File: src/core/nand_host_pkg.sv
// constants and carrier types for the nand flash host controller
// Function
// [RQ1] command, address and data bytes share the eight io lines, selected by latch strobes
// [RQ2] command latch high: io byte taken as command on write strobe rise
// [RQ3] address latch high: io byte taken as address on write strobe rise
// [RQ4] host pulses write strobe low then high per byte; sampled on rise
// [RQ5] device drives next byte within access delay after read strobe falls
// [RQ6] each read strobe fall advances the device column counter by one
// [RQ7] host holds chip select low to operate; high deselects the device
// [RQ8] chip select rising during read while ready puts device in standby
// [RQ9] chip select rising while busy does not stop the internal operation
// [RQ10] write protect low makes the device reject program and erase
// [RQ11] host keeps write protect low through power up and power down
// [RQ12] ready/busy is open drain, pulled high outside the device
// [RQ13] ready/busy low while read, program or erase runs, high when done
// [RQ14] protect pin high at power-on protects whole array until cleared
// [RQ15] protect pin low or floating disables block protection
// [RQ16] array address is four cycles: two column, then two row
// [RQ17] first column cycle bits 7..0; second bits 11..8, upper nibble low
// [RQ18] third cycle row bits 19..12; fourth cycle row bits 27..20
// [RQ19] page is 2048 main bytes plus 64 spare bytes, one column range
// [RQ20] erase block is 64 pages; read and program act on 2112 byte pages
// [RQ21] device stages page data in a 2112 byte on-chip buffer
// [RQ22] cache read: first byte after 25 us, then 20 ns per byte
// [RQ23] page read is 00h, four address cycles, 30h, then device goes busy
// [RQ24] status bit 6 mirrors ready/busy; bit 5 reads 1 when idle
// [RQ25] host waits for ready before data output or a new array command
package nand_host_pkg;
  localparam logic [7:0] CMD_READ_SETUP = 8'h00;
  localparam logic [7:0] CMD_READ_CONFIRM = 8'h30;
  localparam int MAIN_BYTES = 2048;
  localparam int SPARE_BYTES = 64;
  localparam int PAGE_BYTES = MAIN_BYTES + SPARE_BYTES;
  localparam int PAGES_PER_BLOCK = 64;
  localparam int ADDR_CYCLES = 4;
  localparam int COL_HI_BITS = 4;
  localparam int CLK_PERIOD_NS = 100;
  // strobe phase lengths in ns, rounded up to clock cycles (each phase at least 1 cycle)
  localparam int STROBE_LOW_NS = 100;
  localparam int STROBE_HIGH_NS = 100;
  localparam int READ_ACCESS_DELAY_NS = 100;
  localparam int STROBE_LOW_CYC = (STROBE_LOW_NS + CLK_PERIOD_NS - 1) / CLK_PERIOD_NS;
  localparam int STROBE_HIGH_CYC = (STROBE_HIGH_NS + CLK_PERIOD_NS - 1) / CLK_PERIOD_NS;
  localparam int READ_ACCESS_CYC = (READ_ACCESS_DELAY_NS + CLK_PERIOD_NS - 1) / CLK_PERIOD_NS;
  localparam int ARRAY_READ_LATENCY_NS = 25000;
  localparam int ARRAY_READ_LATENCY_CYC = ARRAY_READ_LATENCY_NS / CLK_PERIOD_NS;
  localparam int BUSY_TIMEOUT_CYC = 1000;
  localparam int FIFO_DEPTH = 16;
  localparam int TIMER_W = 16;

  typedef struct packed {
    logic [3:0] col_hi;
    logic [7:0] col_lo;
    logic [7:0] row_hi;
    logic [7:0] row_lo;
  } page_addr_t;

  typedef struct packed {
    logic ce_n;
    logic cle;
    logic ale;
    logic we_n;
    logic read_strobe_n;
    logic wp_n;
    logic protect_pin;
  } pin_ctl_t;

  typedef enum logic [3:0] {
    ST_IDLE = 4'b0000,
    ST_CMD = 4'b0001,
    ST_ADDR = 4'b0011,
    ST_CONF = 4'b0010,
    ST_BUSY_WAIT = 4'b0110,
    ST_BUSY = 4'b0111,
    ST_READ = 4'b0101,
    ST_DONE = 4'b0100
  } host_state_t;
endpackage

File: src/core/byte_fifo.sv
// small synchronous fifo with valid/ready on both sides
`timescale 1ns/10ps
module byte_fifo #(
  parameter int WIDTH = 8,
  parameter int DEPTH = 16
) (
  input wire logic mclk_i,
  input wire logic rstn_i,
  input wire logic ce_i,
  input wire logic [WIDTH-1:0] in_data_i,
  input wire logic in_valid_i,
  output logic in_ready_o,
  output logic [WIDTH-1:0] out_data_o,
  output logic out_valid_o,
  input wire logic out_ready_i
);
  localparam int AW = $clog2(DEPTH);
  logic [WIDTH-1:0] mem_reg [DEPTH];
  logic [AW:0] wr_reg, wr_next, rd_reg, rd_next;
  logic [WIDTH-1:0] dout_reg, dout_next;
  logic dvalid_reg, dvalid_next;
  logic full, empty, push, pop;

  always_comb begin
    full = (wr_reg[AW] != rd_reg[AW]) && (wr_reg[AW-1:0] == rd_reg[AW-1:0]);
    empty = (wr_reg == rd_reg);
    push = in_valid_i && !full;
    pop = !empty && (!dvalid_reg || out_ready_i);
    wr_next = push ? wr_reg + 1'b1 : wr_reg;
    rd_next = pop ? rd_reg + 1'b1 : rd_reg;
    dout_next = pop ? mem_reg[rd_reg[AW-1:0]] : dout_reg;
    dvalid_next = pop ? 1'b1 : (out_ready_i ? 1'b0 : dvalid_reg);
  end

  always_ff @(posedge mclk_i) begin
    if (ce_i && push) begin
      mem_reg[wr_reg[AW-1:0]] <= in_data_i;
    end
  end

  always_ff @(posedge mclk_i or negedge rstn_i) begin
    if (!rstn_i) begin
      wr_reg <= '0;
      rd_reg <= '0;
      dout_reg <= '0;
      dvalid_reg <= 1'b0;
    end else if (ce_i) begin
      wr_reg <= wr_next;
      rd_reg <= rd_next;
      dout_reg <= dout_next;
      dvalid_reg <= dvalid_next;
    end
  end

  assign in_ready_o = !full;
  assign out_data_o = dout_reg;
  assign out_valid_o = dvalid_reg;
endmodule // byte_fifo

File: src/core/nand_page_reader.sv
// host controller issuing nand page reads and streaming data out
`timescale 1ns/10ps
module nand_page_reader #(
  parameter int READ_LATENCY_CYC = nand_host_pkg::ARRAY_READ_LATENCY_CYC,
  parameter int BUSY_TIMEOUT = nand_host_pkg::BUSY_TIMEOUT_CYC,
  parameter int XFER_BYTES = nand_host_pkg::PAGE_BYTES
) (
  input wire logic mclk_i,
  input wire logic rstn_i,
  input wire logic ce_i,
  input wire logic start_i,
  input wire nand_host_pkg::page_addr_t addr_i,
  input wire logic write_enable_i,
  input wire logic protect_i,
  output logic busy_o,
  output logic done_o,
  output logic timeout_o,
  output logic [7:0] data_o,
  output logic data_valid_o,
  input wire logic data_ready_i,
  output nand_host_pkg::pin_ctl_t pins_o,
  output logic [7:0] io_bus_o,
  output logic io_bus_oe_o,
  input wire logic [7:0] io_bus_i,
  input wire logic ready_busy_n_i
);
  typedef logic [nand_host_pkg::TIMER_W-1:0] tmr_t;
  nand_host_pkg::host_state_t state_reg, state_next;
  nand_host_pkg::page_addr_t addr_reg, addr_next;
  nand_host_pkg::pin_ctl_t pins_reg, pins_next;
  logic [7:0] io_reg, io_next;
  logic oe_reg, oe_next;
  logic [1:0] acyc_reg, acyc_next;
  logic phase_reg, phase_next;
  tmr_t tmr_reg, tmr_next;
  logic [11:0] cnt_reg, cnt_next;
  logic done_reg, done_next, tout_reg, tout_next, busy_reg, busy_next;
  logic [7:0] io_s1_reg, io_s2_reg;
  logic rb_s1_reg, rb_s2_reg;
  logic [7:0] cap_data;
  logic cap_valid, fifo_in_ready;
  logic [7:0] addr_byte;

  // two-flop synchronisers on pins from the device
  always_ff @(posedge mclk_i or negedge rstn_i) begin
    if (!rstn_i) begin
      io_s1_reg <= 8'h00;
      io_s2_reg <= 8'h00;
      rb_s1_reg <= 1'b0;
      rb_s2_reg <= 1'b0;
    end else if (ce_i) begin
      io_s1_reg <= io_bus_i;
      io_s2_reg <= io_s1_reg;
      rb_s1_reg <= ready_busy_n_i; // [RQ12]
      rb_s2_reg <= rb_s1_reg;
    end
  end

  // address byte that follows the current one: column high, row low, row high
  always_comb begin
    case (acyc_reg)
      2'd0: addr_byte = {4'h0, addr_reg.col_hi}; // [RQ17]
      2'd1: addr_byte = addr_reg.row_lo; // [RQ18]
      default: addr_byte = addr_reg.row_hi; // [RQ18]
    endcase
  end

  always_comb begin
    state_next = state_reg;
    addr_next = addr_reg;
    pins_next = pins_reg;
    io_next = io_reg;
    oe_next = oe_reg;
    acyc_next = acyc_reg;
    phase_next = phase_reg;
    tmr_next = tmr_reg;
    cnt_next = cnt_reg;
    done_next = 1'b0;
    tout_next = 1'b0;
    busy_next = busy_reg;
    cap_valid = 1'b0;
    cap_data = io_s2_reg;
    pins_next.wp_n = write_enable_i; // [RQ10] [RQ11]
    pins_next.protect_pin = protect_i; // [RQ14] [RQ15]
    case (state_reg)
      nand_host_pkg::ST_IDLE: begin
        pins_next.ce_n = 1'b1; // [RQ7]
        if (start_i) begin
          addr_next = addr_i;
          busy_next = 1'b1;
          pins_next.ce_n = 1'b0; // [RQ7]
          pins_next.cle = 1'b1; // [RQ2]
          io_next = nand_host_pkg::CMD_READ_SETUP; // [RQ23]
          oe_next = 1'b1; // [RQ1]
          phase_next = 1'b0;
          tmr_next = tmr_t'(nand_host_pkg::STROBE_LOW_CYC);
          state_next = nand_host_pkg::ST_CMD;
        end
      end
      nand_host_pkg::ST_CMD, nand_host_pkg::ST_ADDR, nand_host_pkg::ST_CONF: begin
        // write strobe low phase then high phase; device latches on rise
        if (!phase_reg) begin
          if (pins_reg.we_n) begin
            pins_next.we_n = 1'b0; // [RQ4]
          end else if (tmr_reg > tmr_t'(1)) begin
            tmr_next = tmr_reg - 1'b1;
          end else begin
            pins_next.we_n = 1'b1; // [RQ4] [RQ2] [RQ3]
            phase_next = 1'b1;
            tmr_next = tmr_t'(nand_host_pkg::STROBE_HIGH_CYC);
          end
        end else if (tmr_reg > tmr_t'(1)) begin
          tmr_next = tmr_reg - 1'b1;
        end else begin
          phase_next = 1'b0;
          tmr_next = tmr_t'(nand_host_pkg::STROBE_LOW_CYC);
          if (state_reg == nand_host_pkg::ST_CMD) begin
            pins_next.cle = 1'b0;
            pins_next.ale = 1'b1; // [RQ3]
            acyc_next = 2'd0;
            io_next = addr_reg.col_lo; // [RQ17]
            state_next = nand_host_pkg::ST_ADDR;
          end else if (state_reg == nand_host_pkg::ST_ADDR &&
                       acyc_reg != 2'(nand_host_pkg::ADDR_CYCLES - 1)) begin
            acyc_next = acyc_reg + 1'b1; // [RQ16]
            io_next = addr_byte; // [RQ17] [RQ18]
          end else if (state_reg == nand_host_pkg::ST_ADDR) begin
            pins_next.ale = 1'b0;
            pins_next.cle = 1'b1;
            io_next = nand_host_pkg::CMD_READ_CONFIRM; // [RQ23]
            state_next = nand_host_pkg::ST_CONF;
          end else begin
            pins_next.cle = 1'b0;
            oe_next = 1'b0;
            io_next = 8'h00;
            tmr_next = tmr_t'(BUSY_TIMEOUT);
            state_next = nand_host_pkg::ST_BUSY_WAIT;
          end
        end
      end
      nand_host_pkg::ST_BUSY_WAIT: begin
        // wait for the device to pull ready/busy low
        if (!rb_s2_reg) begin
          tmr_next = tmr_t'(READ_LATENCY_CYC);
          state_next = nand_host_pkg::ST_BUSY;
        end else if (tmr_reg == '0) begin
          tmr_next = tmr_t'(READ_LATENCY_CYC);
          state_next = nand_host_pkg::ST_BUSY;
        end else begin
          tmr_next = tmr_reg - 1'b1;
        end
      end
      nand_host_pkg::ST_BUSY: begin
        // cs may stay low; device keeps its internal read running anyway
        if (tmr_reg != '0) begin
          tmr_next = tmr_reg - 1'b1;
        end
        if (rb_s2_reg && tmr_reg == '0) begin // [RQ13] [RQ25] [RQ22]
          cnt_next = '0;
          phase_next = 1'b0;
          tmr_next = tmr_t'(nand_host_pkg::READ_ACCESS_CYC + 2);
          state_next = nand_host_pkg::ST_READ;
        end
      end
      nand_host_pkg::ST_READ: begin
        // read strobe low, wait access delay plus sync, capture, strobe high
        if (!phase_reg) begin
          if (fifo_in_ready) begin
            pins_next.read_strobe_n = 1'b0; // [RQ5] [RQ6]
            phase_next = 1'b1;
          end
        end else if (tmr_reg > tmr_t'(1)) begin
          tmr_next = tmr_reg - 1'b1;
        end else begin
          cap_valid = 1'b1; // [RQ5]
          pins_next.read_strobe_n = 1'b1;
          phase_next = 1'b0;
          tmr_next = tmr_t'(nand_host_pkg::READ_ACCESS_CYC + 2);
          cnt_next = cnt_reg + 1'b1; // [RQ6] [RQ19] [RQ21]
          if (cnt_reg == 12'(XFER_BYTES - 1)) begin // [RQ20]
            state_next = nand_host_pkg::ST_DONE;
          end
        end
      end
      nand_host_pkg::ST_DONE: begin
        pins_next.ce_n = 1'b1; // [RQ7] [RQ8]
        busy_next = 1'b0;
        done_next = 1'b1;
        state_next = nand_host_pkg::ST_IDLE;
      end
      default: begin
        state_next = nand_host_pkg::ST_IDLE;
      end
    endcase
    if (state_reg == nand_host_pkg::ST_BUSY_WAIT && rb_s2_reg && tmr_reg == '0) begin
      tout_next = 1'b1; // [RQ9]
    end
  end

  always_ff @(posedge mclk_i or negedge rstn_i) begin
    if (!rstn_i) begin
      state_reg <= nand_host_pkg::ST_IDLE;
      addr_reg <= '0;
      pins_reg <= '{ce_n: 1'b1, cle: 1'b0, ale: 1'b0, we_n: 1'b1,
                    read_strobe_n: 1'b1, wp_n: 1'b0, protect_pin: 1'b0};
      io_reg <= 8'h00;
      oe_reg <= 1'b0;
      acyc_reg <= 2'd0;
      phase_reg <= 1'b0;
      tmr_reg <= '0;
      cnt_reg <= '0;
      done_reg <= 1'b0;
      tout_reg <= 1'b0;
      busy_reg <= 1'b0;
    end else if (ce_i) begin
      state_reg <= state_next;
      addr_reg <= addr_next;
      pins_reg <= pins_next;
      io_reg <= io_next;
      oe_reg <= oe_next;
      acyc_reg <= acyc_next;
      phase_reg <= phase_next;
      tmr_reg <= tmr_next;
      cnt_reg <= cnt_next;
      done_reg <= done_next;
      tout_reg <= tout_next;
      busy_reg <= busy_next;
    end
  end

  byte_fifo #(
    .WIDTH(8),
    .DEPTH(nand_host_pkg::FIFO_DEPTH)
  ) u_fifo (
    .mclk_i(mclk_i),
    .rstn_i(rstn_i),
    .ce_i(ce_i),
    .in_data_i(cap_data),
    .in_valid_i(cap_valid),
    .in_ready_o(fifo_in_ready),
    .out_data_o(data_o),
    .out_valid_o(data_valid_o),
    .out_ready_i(data_ready_i)
  );

  assign pins_o = pins_reg;
  assign io_bus_o = io_reg;
  assign io_bus_oe_o = oe_reg;
  assign busy_o = busy_reg;
  assign done_o = done_reg;
  assign timeout_o = tout_reg;
endmodule // nand_page_reader

File: config.mk
export PLATFORM = sky130hd
export DESIGN_NAME = nand_page_reader
export DESIGN_NICKNAME = d
export VERILOG_FILES = /design/src/core/nand_host_pkg.sv /design/src/core/byte_fifo.sv /design/src/core/nand_page_reader.sv
export SDC_FILE = /design/constraint.sdc
export NUM_CORES = 1
export LEC_CHECK = 0
export BUFFER_PORTS_ARGS = -buffer_cell sky130_fd_sc_hd__buf_4
export CAP_MARGIN = 20
export CORE_ASPECT_RATIO = 1.4
export CORE_MARGIN = 5
export CORE_UTILIZATION = 45
export DETAILED_ROUTE_END_ITERATION = 12
export HOLD_SLACK_MARGIN = 0.06
export PLACE_DENSITY = 0.69
export SYNTH_ARGS = -nofsm -noshare
export SYNTH_HDL_FRONTEND = slang
export SYNTH_SLANG_ARGS = --single-unit
File: constraint.sdc
create_clock -name mclk_i -period 6.7 [get_ports mclk_i]
set_input_delay 1.005 -clock mclk_i [delete_from_list [all_inputs] [get_ports mclk_i]]
set_output_delay 1.005 -clock mclk_i [all_outputs]
set_load 0.05 [all_outputs]
==> results of run 1 <==
==> area by class of cell <==
type | instances | area share [%]
clock buffer | 28 | 4.99
clock inverter | 16 | 2.08
inverter | 20 | 0.608
multi-input combinational | 432 | 29.3
sequential | 246 | 55.1
tap | 306 | 3.10
timing repair buffer | 80 | 4.89
==> kinds of logic (layout without fill, tap and decap cells) <==
| kind of cell | Yosys count | after routing |
|---|---|---|
| multiplexers | 102 | 102 |
| XOR/XNOR | 21 | 21 |
| flip-flops | 246 | 246 |
| adder cells (fa/ha/maj) | 11 | 11 |
| AO/OA/AOI/OAI | 120 | 120 |
| AND/OR/NAND/NOR | 178 | 178 |
| buffers and inverters | 55 | 144 |
==> power groups by stage <==
| stage | Combinational (mW) | Sequential (mW) | Clock [mW] |
|---|---|---|---|
| 2_1_floorplan | 0.658 | 2.11 | 0 |
| 3_3_place_gp | 1.08 | 2.01 | 0 |
| 3_5_place_dp | 1.10 | 2.02 | 0 |
| 4_1_cts | 1.10 | 1.99 | 1.49 |
| 5_1_grt | 1.17 | 2.02 | 1.55 |
| 6_report | 1.09 | 1.99 | 1.46 |
==> cells in the final DEF, fill, tap and decap left out, types with 3 or more instances in the layout <==
cell        count
a21oi_1        37
ha_1           11
nor3_1         14
or3_1           5
inv_1          20
bufinv_16       5
dfstp_2         3
clkbuf_1        4
nor2_1         52
buf_4          77
o22ai_1         6
a22oi_1         9
xor2_1          4
o41ai_1         3
a31oi_1         7
o2bb2ai_1       4
nor4_1          9
o211ai_1        4
a21o_1          5
nor4b_1         4
xnor2_1        17
nand3_1        13
a221o_1         4
edfxtp_1      128
mux4_2         40
nand2b_1        6
dfrtp_1       114
nor2b_1         4
mux2_2         60
clkinvlp_4      5
and3_1          6
clkbuf_16      24
nand4_1         7
nand2_1        39
o21ai_0        24
==> worst max-delay path: cells and delay by family, from the launching register on <==
kind | cells | cell delay, ns
compound gates | 1 | 0.34
flops | 1 | 0.45
simple gates | 5 | 2.48
==> routing by layer <==
metal | track usage (%) | wire length [µm]
met5 | 0 | 0
met4 | 6.75 | 841
met3 | 3.44 | 1230
met2 | 30.8 | 11800
met1 | 19.7 | 8520
==> per-stage QoR <==
step	worst slack, ns	total power [mW]	cells	hold slack [ns]	utilization [%]
after global placement	2.88	3.10	1081	0.479	49.2
after floorplan	3.82	2.77	733	0.462	-
after global routing	2.85	4.74	1128	0.514	53.0
final	3.06	4.54	1128	0.491	53.0
after CTS	2.93	4.58	1125	0.494	52.9
after detailed placement	2.72	3.12	1081	0.483	49.2
==> worst paths after layout <==
check,startpoint,to,cells past startpoint
worst max-delay path,tmr_reg[4],u_fifo.mem_reg[2][4],6
worst min-delay path,rstn_i,tmr_reg[3],1
worst max register to register,tmr_reg[4],u_fifo.mem_reg[2][4],6
worst min register to register,u_fifo.rd_reg[4],u_fifo.rd_reg[4],1
max in group asynchronous,rstn_i,addr_reg[6],2
min in group mclk_i,u_fifo.rd_reg[4],u_fifo.rd_reg[4],1
==> results.yml, run 1 <==
clock_network:
  cts.sink_count: 246
  cts-resized-gates: 0
  max-clock-path-buffers: 3
  cts-htree-levels: 1
  tritoncts: "done"
  cts_hold_buffers: 0
  cts_post_setup_buffers_inserted: 0
  cts-buffers-inserted: 24
  insertion_delay_ns: 0.54
  cts.clk_slew.worst_paths_ns: 0.06
  ctsRootBufferMaster: "clkbuf_16"
timing:
  report.final.setup_viol: 0
  slew_violations: 0
  max-slew-margin-rel_pct: 28.6
  hold_violations: 0
  worstMarginPinSlew_ns: 1.06
  rsz0062_at_grt: "false"
  finalWorstPathRequiredPeriod_ns: 3.64
  skew_ns: 0.0176
  fmax_ghz: 0.274
  fin_crit_sh_pct: 54.4
  finalSetupTns_ns: 0
power_and_ir_drop:
  clock_power_share_pct: 32.2
  p_leak_nw: 4.67
  worst_ir_drop_vdd_uv: 235
  combinationalPowerShare_pct: 23.9
  netSwitchingPower_mw: 1.37
  power_report.internal_total_mw: 3.16
  netSwitchingFraction_pct: 30.3
  power.share.sequential_pct: 43.8
  power_density_nw_per_um2: 367
die:
  design.core.area_um2: 23300
  die-area_um2: 26800
  placementRows: 66
  start_util_pct: 45.6
  floorplan.die.width_um: 140
  io_pins: 72
  chipHeight_um: 192
yosys:
  synth_ff_type: "edfxtp_1"
  synth_cells: 733
  synth-adder-area-share_pct: 1.30
  post-synth-top-area-fraction_pct: 36.2
  synth-seq-area-share_pct: 64.1
  multiplexer_area_fraction_after_synthesis_pct: 15.0
  most_used_standard_cells_in_the_synthesized_netlist: "edfxtp_1 (128), dfrtp_1 (115), mux2_2 (60)"
  synth_top_family_by_area: "multiplexers"
  async_reset_ff_share_pct: 48.0
  synth.top_cells.by_area: "edfxtp_1 (36%), dfrtp_1 (27%), mux4_2 (8.5%)"
  number_of_enable_flip_flop_cells_after_synthesis: 128
  synth_cell_area_um2: 10600
  synth_xor_xnor_area_share_pct: 1.73
  net_count_of_the_mapped_netlist: 788
  synth_largest_area_cell: "edfxtp_1"
  post-synth-top-count-cell: "edfxtp_1"
  synth_compound_gate_area_share_pct: 7.24
  ys_types: 61
  yosys_warnings: 0
  synth.ff_latch_count: 246
  synth_simple_gate_area_share_pct: 8.67
  postSynthAreaPerCell_um2: 14.5
layout:
  register_area_um2: 6800
  syn_to_final_growth_pct: 16.3
  antenna_cells: 0
  num-nets-final: 859
  max_ffs_per_register: 128
  finish.instance_area_um2: 12300
  n_fill_cell: 1972
  area_of_the_multi_input_gates_um2: 3610
  layout-drive-gt1-share_pct: 28.2
global_route:
  first_pass_grt_wire_length_um: 36400
  antenna_found_initial: 0
  global_route.overflow_total: 0
  vias_in_the_first_global_route: 6646
  largest_net_degree_at_the_start_of_global_routing: 73
  track_usage_pct: 17.0
critical_path:
  setup.reg_to_reg.worst_slack_ns: 3.06
  worstPathCellList: "nor4_4 > o211a_2 > nand3_1 > nor2_1 > nand2_1 > nor3_1"
  endpoint_kind: "flip-flop"
  timing.critical_path.fanout_max: 9
  path_class: "flip-flop to flip-flop"
  critical-path-max-stage-delay_ns: 0.87
  critical_path_slowest_stage_cell: "nor3_1"
  critPathArrivalTime_ns: 3.80
  required_ns: 6.85
  worstSetupStartpointType: "flip-flop"
routing:
  via_per_inst: 5.62
  drtPass1Iterations: 5
  first_iter_violations: 329
  count_of_vias_placed_by_the_detailed_router: 6336
  detail_route.wirelength_um: 22400
  drcViolationCount: 0
  wire_per_inst_um: 19.9
  antenna_violating_nets_post_route: 0
place:
  place.detailed.hpwl_um: 15200
  gp_routability_congestion: 0.815
  io_buffers: 71
  dpl_cell_area_um2: 11400
outcome:
  outcome: "finished clean"
hold_path:
  worstHoldPathType: "primary input to asynchronous set/reset pin"
run:
  maxCapViolations: 0
Power figures use the tool's default switching activity.
==> run 2: changes to the inputs <==
--- a/config.mk
+++ b/config.mk
@@ -5,6 +5,7 @@
 export SDC_FILE = /design/constraint.sdc
 export NUM_CORES = 1
 export LEC_CHECK = 0
+export ABC_AREA = 1
 export BUFFER_PORTS_ARGS = -buffer_cell sky130_fd_sc_hd__buf_4
 export CAP_MARGIN = 20
 export CORE_ASPECT_RATIO = 1.4
==> constraint.sdc (replaced) <==
create_clock -name mclk_i -period 3.4 [get_ports mclk_i]
set_input_delay 0.51 -clock mclk_i [delete_from_list [all_inputs] [get_ports mclk_i]]
set_output_delay 0.51 -clock mclk_i [all_outputs]
set_load 0.05 [all_outputs]
==> run 2 against run 1 <==
Effect of this change:
- maximum frequency increased by 32%
- combinational power increased to 3.5 times the previous value
- sequential cell count unchanged
- worst setup slack got worse by 2.4 ns
- clock skew decreased by 0.0047 ns
- count of clock-buffer cells in the layout decreased by 3
- via count increased by 25%
- synthesized cell count increased by 49%
- global-route usage increased by 2.0 points
- sequential share of layout area decreased by 2.2 points
- core utilization decreased by 0.69 points
- critical path type unchanged
- largest power group unchanged
==> results.yml, run 2 <==
critical_path:
  crit_buf_inv: 2
  critical_path_slowest_stage_cell: "nor2_1"
  setup.reg_to_reg.worst_slack_ns: 0.65
  worstPathCellList: "inv_1 > ha_1 > inv_1 > nand2_1 > nand2_1 > nor2_4 > nand4_4 > nor2_4 > nand3_1 > nor2_1"
  critPathTopFamily: "simple AND/OR/NAND/NOR gates"
  critical-path-max-stage-delay_ns: 0.64
  cp-startpoint: "tmr_reg[0]"
  path_class: "flip-flop to flip-flop"
  cp.depth: 10
  worstSetupStartpointType: "flip-flop"
  critical_path.endpoint: "u_fifo.mem_reg[11][2]"
  critical_path.reg2reg.startpoint: "tmr_reg[0]"
  timing.critical_path.fanout_max: 8
  endpoint_kind: "flip-flop"
  critPathArrivalTime_ns: 2.90
  reg2regPathDepth: 10
  critical_path.reg2reg.endpoint: "u_fifo.mem_reg[11][2]"
  required_ns: 3.54
place:
  dpl_cell_area_um2: 12000
  dpl.cell_count: 1444
  io_buffers: 71
  pre_cts_worst_setup_slack_ns: 0.665
  gp_routability_congestion: 0.952
  place.detailed.hpwl_um: 18500
timing:
  fin_crit_sh_pct: 81.0
  hold_violations: 0
  fin_worst_hold_slack_ns: 0.204
  fmax_ghz: 0.363
  report.final.setup_viol: 0
  max-slew-margin-rel_pct: 45.0
  finalWorstPathRequiredPeriod_ns: 2.75
  final_critical_path_setup_slack_ns: 0.647
  slew_violations: 0
  finalSetupTns_ns: 0
  worstMarginPinSlew_ns: 0.825
  skew_ns: 0.0129
  rsz0062_at_grt: "false"
yosys:
  synth_cell_area_um2: 11200
  postSynthAreaPerCell_um2: 10.2
  async_reset_ff_share_pct: 48.0
  number_of_enable_flip_flop_cells_after_synthesis: 128
  post-synth-top-count-cell: "nand2_1"
  synth.top_cells.by_area: "edfxtp_1 (34%), dfrtp_1 (26%), nand2_1 (8.2%)"
  synth_largest_area_cell: "edfxtp_1"
  synth-seq-area-share_pct: 60.8
  post-synth-top-area-fraction_pct: 34.4
  synth.ff_latch_count: 246
  yosys_warnings: 0
  net_count_of_the_mapped_netlist: 1150
  synth_cells: 1095
  ys_types: 47
  most_used_standard_cells_in_the_synthesized_netlist: "nand2_1 (243), nor2_1 (157), edfxtp_1 (128)"
  synth_ff_type: "edfxtp_1"
layout:
  finish.instance_area_um2: 12900
  antenna_cells: 0
  layout-drive-gt1-share_pct: 16.6
  syn_to_final_growth_pct: 15.0
  final_util_pct: 52.3
  leading_cell_types_in_the_layout_fill_and_taps_excluded: "nand2_1 (243), nor2_1 (157), edfxtp_1 (128), dfrtp_1 (114), o21ai_0 (85)"
  num-nets-final: 1211
  layout.cells.non_filler: 1489
  most_common_library_cell_in_the_layout_ignoring_fill_and_taps: "nand2_1"
  max_ffs_per_register: 128
clock_network:
  cts.sink_count: 246
  cts_post_setup_buffers_inserted: 0
  cts-buffers-inserted: 24
  ctsRootBufferMaster: "clkbuf_16"
  cts.clk_slew.worst_paths_ns: 0.07
  cts-htree-levels: 1
  max-clock-path-buffers: 3
  insertion_delay_ns: 0.52
  tritoncts: "done"
routing:
  antenna_violating_nets_post_route: 0
  drtPass1Iterations: 5
  via_per_inst: 5.34
  wire_per_inst_um: 17.6
  count_of_vias_placed_by_the_detailed_router: 7945
  detail_route.wirelength_um: 26300
  drcViolationCount: 0
  first_iter_violations: 537
global_route:
  largest_net_degree_at_the_start_of_global_routing: 68
  antenna_found_initial: 0
  grt_use_met1_pct: 22.5
  global_route.overflow_total: 0
  first_pass_grt_wire_length_um: 42100
  global_routing_usage_on_met3_pct: 2.99
  track_usage_pct: 18.9
  vias_in_the_first_global_route: 8029
  grt_use_met2_pct: 34.3
  global_route.peak_usage_layer: "met2"
power_and_ir_drop:
  power_density_nw_per_um2: 843
  p_leak_nw: 5.28
  design_power_total_mw: 10.9
  worst_ir_drop_vdd_uv: 550
die:
  design.core.area_um2: 24600
  placementRows: 68
  die-area_um2: 28200
  floorplan.die.width_um: 143
  chipHeight_um: 197
  start_util_pct: 45.5
  io_pins: 72
outcome:
  outcome: "finished clean"
hold_path:
  worstHoldPathType: "primary input to flip-flop"
  min_from: "io_bus_i[3]"
run:
  maxCapViolations: 0
run 2: cell types whose count changed in the layout (fill, tap and decap cells not counted), moves of 12 or more:
| cell | delta |
|---|---|
| inv_1 | +23 |
| xor2_1 | +16 |
| mux2_2 | -35 |
| o21ai_1 | +15 |
| nand2_2 | +12 |
| o221ai_1 | +15 |
| nor2_1 | +105 |
| a21oi_1 | -12 |
| o21ai_0 | +61 |
| o22ai_1 | +12 |
| nand2_1 | +204 |
| mux4_2 | -40 |
| nand3_1 | +36 |
run 2: worst min path at each step:
| stage | end | slack (ns) | depth (start not counted) |
|---|---|---|---|
| finish | io_s1_reg[3] | 0.20 | 3 |
| global route | addr_reg[24] | 0.19 | 2 |
| CTS | io_s1_reg[5] | 0.18 | 3 |
| detailed placement | io_s1_reg[2] | 0.46 | 2 |
| global placement | io_s1_reg[2] | 0.46 | 2 |
| floorplan | asynchronous set/reset pin | 0.21 | 0 |
run 2: routing by layer:
metal / vias to the layer above / part of all wire (%) / wire (µm)
met1: 3781 / 38 / 10100
met4: 0 / 3.7 / 971
met5: - / 0 / 0
met2: 246 / 52 / 13700
li1: 3844 / - / -
met3: 74 / 5.7 / 1490
run 2: power breakdown:
group          total [mW]  switching, mW  leakage [nW]  internal [mW]
Clock                2.94           1.13         0.432           1.80
Sequential           4.06          0.448          2.63           3.61
Combinational        3.86           2.61          2.22           1.24
Total                10.9           4.19          5.28           6.66
run 2: worst min-delay path: cells and delay by family:
kind | cells | cell delay (ns)
simple gates | 2 | 0.09
buf+inv | 1 | 0.08
run 2: area by class of cell:
| type | count | area, µm² |
|---|---|---|
| clock buffer | 25 | 626 |
| clock inverter | 19 | 262 |
| fill | 2161 | 11700 |
| inverter | 52 | 195 |
| multi-input combinational | 754 | 3990 |
| sequential | 246 | 6800 |
| tap | 315 | 394 |
| timing repair buffer | 78 | 601 |
run 2: what timing repair did:
item                       CTS  global route
hold buffers                 1             0
setup endpoints to repair    0             0
gates resized for setup      0             0
hold endpoints to repair     2             0
run 2: cells by family (layout without fill, tap and decap cells):
family | after synthesis | in the layout | synth area share, %
multiplexers | 27 | 27 | 2.72
XOR/XNOR | 29 | 29 | 2.27
adder cells (fa/ha/maj) | 11 | 11 | 1.23
AO/OA/AOI/OAI | 173 | 173 | 8.76
AND/OR/NAND/NOR | 514 | 514 | 20.7
buffers and inverters | 95 | 174 | 3.56
flip-flops | 246 | 246 | 60.8
